**config.mk**
```make
export PLATFORM = sky130hd
export DESIGN_NAME = ffr_top
export DESIGN_NICKNAME = d
export VERILOG_FILES = /design/src/ffr_pkg.sv /design/src/ffr_chan_if.sv /design/src/ffr_chan.sv /design/src/ffr_top.sv
export VERILOG_INCLUDE_DIRS = /design/src
export SDC_FILE = /design/constraint.sdc
export NUM_CORES = 1
export LEC_CHECK = 0
export ABC_AREA = 0
export BUFFER_PORTS_ARGS = -buffer_cell sky130_fd_sc_hd__buf_2
export CAP_MARGIN = 20
export CORE_MARGIN = 2
export CORE_UTILIZATION = 52
export DETAILED_ROUTE_END_ITERATION = 7
export PLACE_DENSITY = 0.86
export SYNTH_ARGS = -nofsm -noshare
export SYNTH_HDL_FRONTEND = slang
export SYNTH_SLANG_ARGS = --single-unit
```
**constraint.sdc**
```tcl
create_clock -name ref_clk_in -period 3.9 [get_ports ref_clk_in]
set_input_delay 0 -clock ref_clk_in [delete_from_list [all_inputs] [get_ports ref_clk_in]]
set_output_delay 0 -clock ref_clk_in [all_outputs]
set_load 0.005 [all_outputs]
```
**src/ffr_consts.svh**
```systemverilog
`ifndef FFR_CONSTS_SVH
`define FFR_CONSTS_SVH
`define FFR_ADDR_REC_A 16'hFECA
`define FFR_ADDR_REC_B 16'hFECB
`define FFR_ADDR_CFG 16'hFE08
`define FFR_ADDR_KEY 16'h00D6
`define FFR_CFG_REC_EN_BIT 5
`define FFR_CFG_RST 8'h00
`define FFR_KEY_DEFAULT 8'hFF
`define FFR_REC_RST 8'h00
`define FFR_NUM_FLAGS 15
`define FFR_TRIM_LO 16'hFE10
`define FFR_TRIM_HI 16'hFE17
`define FFR_TRIM_1C 16'hFE1C
`define FFR_TRIM_1D 16'hFE1D
`define FFR_TRIM_6E 16'hFE6E
`define FFR_TRIM_73 16'hFE73
`define FFR_TRIM_74 16'hFE74
`define FFR_TRIM_77 16'hFE77
`define FFR_TRIM_7C 16'hFE7C
`define FFR_TRIM_7F 16'hFE7F
`endif

```
**src/ffr_pkg.sv**
```systemverilog
package ffr_pkg;
  `include "ffr_consts.svh"

  typedef enum logic [1:0] {ACT_IGNORE, ACT_DIS_A, ACT_DIS_B, ACT_DIS_ALL}
    ffr_act_t;
  typedef enum logic [1:0] {RES_IMMED, RES_SOFT, RES_LATCH, RES_RSVD}
    ffr_res_t;
  typedef enum logic [1:0] {LK_LOCKED, LK_HALF, LK_OPEN} ffr_lock_t;
  typedef logic [3:0] ffr_id_t;

  function automatic logic ffr_disables(ffr_act_t act, logic chan_b);
    return (act == ACT_DIS_ALL) ||
           (chan_b ? (act == ACT_DIS_B) : (act == ACT_DIS_A));
  endfunction

  function automatic logic ffr_is_trim(logic [15:0] addr);
    return ((addr >= `FFR_TRIM_LO) && (addr <= `FFR_TRIM_HI)) ||
           (addr == `FFR_TRIM_1C) || (addr == `FFR_TRIM_1D) ||
           (addr == `FFR_TRIM_6E) || (addr == `FFR_TRIM_73) ||
           (addr == `FFR_TRIM_74) || (addr == `FFR_TRIM_77) ||
           ((addr >= `FFR_TRIM_7C) && (addr <= `FFR_TRIM_7F));
  endfunction
endpackage

```
**src/ffr_chan_if.sv**
```systemverilog
`timescale 1ns/1ps
interface ffr_chan_if;
  import ffr_pkg::*;
  logic hit;
  ffr_id_t hit_id;
  logic rec_en;
  logic chan_on;
  logic pon_load;
  ffr_id_t nv_id;
  logic rd_clr;
  logic [7:0] rec;
  logic nv_req;
  modport ctl (output hit, hit_id, rec_en, chan_on, pon_load, nv_id, rd_clr,
               input rec, nv_req);
  modport chan (input hit, hit_id, rec_en, chan_on, pon_load, nv_id, rd_clr,
                output rec, nv_req);
endinterface

```
**src/ffr_chan.sv**
```systemverilog
`timescale 1ns/1ps
`include "ffr_consts.svh"
module ffr_chan
  import ffr_pkg::*;
(
  input wire logic ref_clk_in,
  input wire logic sys_rst_in,
  ffr_chan_if.chan cif
);
  logic [7:0] rec_r, rec_nxt;
  logic tripped_r, tripped_nxt;
  logic on_q_r, on_q_nxt;
  logic nv_req_r, nv_req_nxt;
  logic restart, qual;

  assign cif.rec = rec_r;
  assign cif.nv_req = nv_req_r;
  // A fresh turn-on re-arms; blocks faults seen while already off
  assign restart = cif.chan_on & ~on_q_r;
  assign qual = cif.rec_en & cif.chan_on & cif.hit &
                (~tripped_r | restart);

  always_comb
  begin
    rec_nxt = rec_r;
    tripped_nxt = tripped_r & ~restart;
    on_q_nxt = cif.chan_on;
    nv_req_nxt = 1'b0;
    if (qual)
    begin
      // Current moves to previous (high nibble), new id to current
      rec_nxt = {rec_r[3:0], cif.hit_id};
      tripped_nxt = 1'b1;
      nv_req_nxt = 1'b1;
    end
    else if (cif.pon_load)
      rec_nxt = {cif.nv_id, cif.nv_id};
    else if (cif.rd_clr)
      rec_nxt = `FFR_REC_RST;
  end

  always_ff @(posedge ref_clk_in or posedge sys_rst_in)
  begin
    if (sys_rst_in)
    begin
      rec_r <= `FFR_REC_RST;
      tripped_r <= 1'b0;
      on_q_r <= 1'b0;
      nv_req_r <= 1'b0;
    end
    else
    begin
      rec_r <= rec_nxt;
      tripped_r <= tripped_nxt;
      on_q_r <= on_q_nxt;
      nv_req_r <= nv_req_nxt;
    end
  end
endmodule // ffr_chan

```
**src/ffr_top.sv**
```systemverilog
`timescale 1ns/1ps
`include "ffr_consts.svh"
// Notes on behaviour
// - Separate record per channel, consecutive addresses
// - Record only first shutdown-with-soft-start flag
// - Ignored flags never recorded
// - No-soft-start shutdown flags never recorded
// - Record holds current and previous identity
// - Record kept until software reads it
// - Enable bit set: records copied to storage
// - Enable bit clear: recording off, faults leave records unchanged
// - Power-on request loads stored id into both
// - Qualifying fault shifts record, then stores it
// - Faults while already off change nothing
// - Flag clears and auto restart leave record
// - Trim locked until key written twice
// - Lock covers the listed trim addresses
// - Action disables A, B or all outputs
module ffr_top
  import ffr_pkg::*;
(
  input wire logic ref_clk_in,
  input wire logic sys_rst_in,
  input wire logic [14:0] flag_in,
  input wire logic [29:0] flag_act_in,
  input wire logic [29:0] flag_res_in,
  input wire logic [1:0] chan_on_in,
  input wire logic [1:0] power_on_request_in,
  input wire logic [7:0] nv_rec_a_in,
  input wire logic [7:0] nv_rec_b_in,
  input wire logic reg_wr_in,
  input wire logic reg_rd_in,
  input wire logic [15:0] reg_addr_in,
  input wire logic [7:0] reg_wdata_in,
  output logic [7:0] reg_rdata_out,
  output logic nv_wr_out,
  output logic nv_wr_chan_out,
  output logic [7:0] nv_wr_data_out,
  output logic trim_wr_out,
  output logic [15:0] trim_addr_out,
  output logic [7:0] trim_data_out,
  output logic trim_unlocked_out,
  output logic rec_en_out
);
  logic [7:0] cfg_r, cfg_nxt;
  logic [7:0] rdata_r, rdata_nxt;
  logic [1:0] pon_q_r, pon_q_nxt;
  logic [1:0] pend_r, pend_nxt;
  logic nv_wr_r, nv_wr_nxt;
  logic nv_chan_r, nv_chan_nxt;
  logic [7:0] nv_data_r, nv_data_nxt;
  ffr_lock_t lock_r, lock_nxt;
  logic unlocked_r, unlocked_nxt;
  logic trim_wr_r, trim_wr_nxt;
  logic [15:0] trim_addr_r, trim_addr_nxt;
  logic [7:0] trim_data_r, trim_data_nxt;
  logic [1:0] hit_w;
  ffr_id_t hit_id_w [2];
  logic [7:0] rec_w [2];
  logic [1:0] nv_req_w;
  logic key_wr;

  function automatic ffr_act_t act_of(int i);
    return ffr_act_t'(flag_act_in[2*i +: 2]);
  endfunction

  function automatic ffr_res_t res_of(int i);
    return ffr_res_t'(flag_res_in[2*i +: 2]);
  endfunction

  assign key_wr = reg_wr_in && (reg_addr_in == `FFR_ADDR_KEY);

  for (genvar c = 0; c < 2; c++)
  begin : g_ch
    ffr_chan_if cif ();
    logic hit_c;
    ffr_id_t id_c;

    // Lowest index wins when several flags rise in the same cycle
    always_comb
    begin
      hit_c = 1'b0;
      id_c = '0;
      for (int i = `FFR_NUM_FLAGS - 1; i >= 0; i--)
      begin
        if (flag_in[i] && ffr_disables(act_of(i), (c == 1)) &&
            res_of(i) == RES_SOFT)
        begin
          hit_c = 1'b1;
          id_c = ffr_id_t'(i + 1);
        end
      end
    end

    assign cif.hit = hit_c;
    assign cif.hit_id = id_c;
    assign cif.rec_en = cfg_r[`FFR_CFG_REC_EN_BIT];
    assign cif.chan_on = chan_on_in[c];
    assign cif.pon_load = power_on_request_in[c] & ~pon_q_r[c];
    assign cif.nv_id = (c == 0) ? nv_rec_a_in[3:0] : nv_rec_b_in[3:0];
    assign cif.rd_clr = reg_rd_in &&
      (reg_addr_in == ((c == 0) ? `FFR_ADDR_REC_A : `FFR_ADDR_REC_B));
    assign hit_w[c] = hit_c;
    assign hit_id_w[c] = id_c;
    assign rec_w[c] = cif.rec;
    assign nv_req_w[c] = cif.nv_req;

    ffr_chan u_chan (
      .ref_clk_in(ref_clk_in),
      .sys_rst_in(sys_rst_in),
      .cif(cif.chan)
    );

    for (genvar i = 0; i < `FFR_NUM_FLAGS; i++)
    begin : g_fl

    end
  end

  // Register port: config write, config and record reads; key reads as zero
  always_comb
  begin
    cfg_nxt = cfg_r;
    rdata_nxt = rdata_r;
    pon_q_nxt = power_on_request_in;
    if (reg_wr_in && reg_addr_in == `FFR_ADDR_CFG)
      cfg_nxt = reg_wdata_in;
    if (reg_rd_in)
    begin
      case (reg_addr_in)
        `FFR_ADDR_REC_A: rdata_nxt = rec_w[0];
        `FFR_ADDR_REC_B: rdata_nxt = rec_w[1];
        `FFR_ADDR_CFG: rdata_nxt = cfg_r;
        default: rdata_nxt = 8'h00;
      endcase
    end
  end

  always_ff @(posedge ref_clk_in or posedge sys_rst_in)
  begin
    if (sys_rst_in)
    begin
      cfg_r <= `FFR_CFG_RST;
      rdata_r <= 8'h00;
      pon_q_r <= 2'b00;
    end
    else
    begin
      cfg_r <= cfg_nxt;
      rdata_r <= rdata_nxt;
      pon_q_r <= pon_q_nxt;
    end
  end

  // Storage writes: one per cycle, channel A first; a request that
  // lands while its own is being served stays pending
  always_comb
  begin
    pend_nxt = pend_r;
    nv_wr_nxt = 1'b0;
    nv_chan_nxt = nv_chan_r;
    nv_data_nxt = nv_data_r;
    if (pend_r[0])
    begin
      nv_wr_nxt = 1'b1;
      nv_chan_nxt = 1'b0;
      nv_data_nxt = rec_w[0];
      pend_nxt[0] = 1'b0;
    end
    else if (pend_r[1])
    begin
      nv_wr_nxt = 1'b1;
      nv_chan_nxt = 1'b1;
      nv_data_nxt = rec_w[1];
      pend_nxt[1] = 1'b0;
    end
    pend_nxt = pend_nxt | nv_req_w;
  end

  always_ff @(posedge ref_clk_in or posedge sys_rst_in)
  begin
    if (sys_rst_in)
    begin
      pend_r <= 2'b00;
      nv_wr_r <= 1'b0;
      nv_chan_r <= 1'b0;
      nv_data_r <= 8'h00;
    end
    else
    begin
      pend_r <= pend_nxt;
      nv_wr_r <= nv_wr_nxt;
      nv_chan_r <= nv_chan_nxt;
      nv_data_r <= nv_data_nxt;
    end
  end

  // Trim key: two matching writes in a row open; a wrong key relocks
  always_comb
  begin
    lock_nxt = lock_r;
    if (key_wr)
    begin
      if (reg_wdata_in != `FFR_KEY_DEFAULT)
        lock_nxt = LK_LOCKED;
      else
      begin
        case (lock_r)
          LK_LOCKED: lock_nxt = LK_HALF;
          LK_HALF: lock_nxt = LK_OPEN;
          LK_OPEN: lock_nxt = LK_OPEN;
          default: lock_nxt = LK_LOCKED;
        endcase
      end
    end
    unlocked_nxt = (lock_nxt == LK_OPEN);
    trim_wr_nxt = reg_wr_in && ffr_is_trim(reg_addr_in) && unlocked_r;
    trim_addr_nxt = trim_wr_nxt ? reg_addr_in : trim_addr_r;
    trim_data_nxt = trim_wr_nxt ? reg_wdata_in : trim_data_r;
  end

  always_ff @(posedge ref_clk_in or posedge sys_rst_in)
  begin
    if (sys_rst_in)
    begin
      lock_r <= LK_LOCKED;
      unlocked_r <= 1'b0;
      trim_wr_r <= 1'b0;
      trim_addr_r <= 16'h0000;
      trim_data_r <= 8'h00;
    end
    else
    begin
      lock_r <= lock_nxt;
      unlocked_r <= unlocked_nxt;
      trim_wr_r <= trim_wr_nxt;
      trim_addr_r <= trim_addr_nxt;
      trim_data_r <= trim_data_nxt;
    end
  end

  assign reg_rdata_out = rdata_r;
  assign nv_wr_out = nv_wr_r;
  assign nv_wr_chan_out = nv_chan_r;
  assign nv_wr_data_out = nv_data_r;
  assign trim_wr_out = trim_wr_r;
  assign trim_addr_out = trim_addr_r;
  assign trim_data_out = trim_data_r;
  assign trim_unlocked_out = unlocked_r;
  assign rec_en_out = cfg_r[`FFR_CFG_REC_EN_BIT];
endmodule // ffr_top

```
==> flow_summary.ini <==
[outcome]
status = finished, final reports clean

[cells_and_area]
final_common_cell = buf_2
area_delta_synth_final_pct = 32.92
layout-drive-gt1-share = 0.3950
mostFrequentLayoutCells = buf_2 (159), dfrtp_1 (80), nand2_1 (34), nand4b_1 (31), dlygate4sd3_1 (24)
antenna_cells = 0
fin_nets = 676
fillers = 576

[global_route]
grt_pass1_wl_um = 18150
grt_max_degree = 49
grt_pass1_vias = 3826
track_usage = 0.2751
antenna_found_initial = 0
grt-ovfl-total = 0

[timing]
max_freq_mhz = 380.5
skew_ns = 0.01622
setup_viol = 0
finalCritPeriodShare = 0.6739
slew_violations = 0
holdWs_ns = 0.03572
rsz0062_at_grt = false
fin_ws_ns = 1.272
tns_ns = 0
tightest_slew_ns = 1.114
slew_headroom = 0.2513
hold_violations = 0
finalCriticalPeriod_ns = 2.628

[logic_synthesis]
synth.largest_area_cell = dfrtp_1
ys.flop_type = dfrtp_1
syn_area_per_cell_um2 = 10.89
synth_top_area_frac = 0.4997
yosysWarnings = 0
yosys.cell_types.count = 52
ys_ff_latch = 80
async_flop_share = 1.000
synth_top_cells_by_area = dfrtp_1 (50%), nand4b_1 (6.8%), mux2_2 (6.5%), nand2_1 (3.2%), mux2i_1 (2.2%)
syn_nets = 492
syn_area_um2 = 4006
seq_area_frac_synth = 0.4997
synth_edf_count = 0
netlist_instances = 368

[clock_tree]
ctsResizeCount = 0
clockRootBuffer = clkbuf_8
clock_latency_ns = 0.36
htreeDepth = 3
post-cts-setup-buffers = 0
clkTransAtPathRegs_ns = 0.09
clock_sinks = 80
cts_max_path_buffers = 2
holdBufCountCts = 24
numCtsBuffers = 9
cts_tree = yes

[drt]
drt-initial-drc-count = 379
vias = 3910
via_per_inst = 5.933
routedWlPerCell_um = 17.41
firstDrtPassIters = 6
ant_nets = 0
drt-total-wl_um = 11470
drc = 0

[critical_path]
critPathKind = in -> reg
cp-end-kind = flip-flop
critPathRequiredTime_ns = 4.14
start_kind = primary input
critPathLaunch = reg_addr_in[2]
crit-reg2reg-launch = g_ch[0].u_chan.on_q_r
critPathMaxFanout = 10
arrival_ns = 2.87

[placement]
pre_cts_slack_ns = 1.525
hpwl_um = 8279
gp_congestion = 0.8860
port_buffers = 159

[floorplanning]
die_w_um = 91.78
pin_count = 168
core_um2 = 7607
die_h_um = 91.78
initial_core_util = 0.5266
die_area_um2 = 8423
rows = 32

[power_and_ir_drop]
power_density_nw_per_um2 = 325.6
power_leakage_nw = 2.828
fin_total_pwr_mw = 1.734
vdd_drop_max_mv = 0.1644

[worst_hold_path]
min_from = nv_rec_a_in[2]
hp-class = in -> reg

[flow_run]
cap_violations = 0
==> metal layers <==
metal,vias to the layer above,GRT usage,wire [µm]
li1,1781,-,-
met1,1872,0.3237,4405
met2,223,0.4792,5844
met3,34,0.06081,860
met4,0,0.1281,360
met5,-,0,0
==> stage by stage <==
stage | util | instance area [µm²] | instances
6_report | 0.7000 | 5325 | 659
5_1_grt | 0.7000 | 5325 | 659
4_1_cts | 0.7000 | 5325 | 659
3_5_place_dp | 0.6406 | 4873 | 619
3_3_place_gp | 0.6406 | 4873 | 619
2_1_floorplan | - | 4006 | 368
==> cell type report <==
cell class	count	area, µm²	share of cell area
clock inverters	6	73.82	0.01386
inverters	17	65.06	0.01222
repair buffers	185	1051	0.1974
flip-flops and latches	80	2002	0.3759
well taps	102	127.6	0.02397
multi-input cells	259	1868	0.3508
clock buffers	10	137.6	0.02585
==> kinds of logic (layout without fill, tap and decap cells) <==
group,Yosys count,count (layout),share of synthesized area
AOI/OAI and AO/OA,78,78,0.1449
DFF,80,80,0.4997
muxes,32,32,0.08713
adders and majority gates,1,1,0.003123
and+or+nand+nor,148,148,0.2311
buffers and inverters,29,218,0.03404
==> cells in the mapped netlist (4+ instances only) <==
cell type and n:
nand3_1 11, clkbuf_1 7, a21oi_1 8, nand4_1 8
dfrtp_1 80, a221o_1 8, a211o_1 5, nor2_1 21
mux2i_1 9, or2_2 8, o22ai_1 8, and4b_1 8
nor2b_1 5, mux2_2 23, inv_1 17, o21ai_0 16
nand4b_1 31, nor3_1 4, a222oi_1 8, nand2_1 34
a31oi_1 5
==> worst max-delay path: stages <==
cell	delay (ns)
dlygate4sd3_1	0.53
buf_2	0.16
or4b_1	0.49
or4_1	0.63
nor2_2	0.47
nand2_2	0.24
mux2_2	0.34
==> where the power goes <==
| part | switching, mW | internal [mW] | total [mW] |
|---|---|---|---|
| sequential | 0.0275 | 0.852 | 0.879 |
| clock | 0.325 | 0.322 | 0.647 |
| combinational | 0.102 | 0.105 | 0.207 |
| total | 0.455 | 1.28 | 1.73 |
==> final timing paths <==
kind	endpoint	slack [ns]	cells past startpoint
max in group asynchronous	reg_rdata_out[5]	2.66	4
min in group asynchronous	trim_addr_out[3]	0.32	3
worst max-delay path	cfg_r[7]	1.27	7
worst min-delay path	g_ch[0].u_chan.cif.rec[2]	0.04	4
worst min register to register	pend_r[0]	0.36	0
worst max register to register	g_ch[0].u_chan.cif.rec[7]	1.77	5
==> sequential cells by signal (all words and copies together), names as in the netlist, 8 cells and up <==
signal	cells
nv_wr_data_out	8
reg_rdata_out	8
trim_addr_out	16
cfg_r	8
g_ch.u_chan.cif.rec	16
trim_data_out	8
Note: power is estimated with default switching activity, not from simulation.
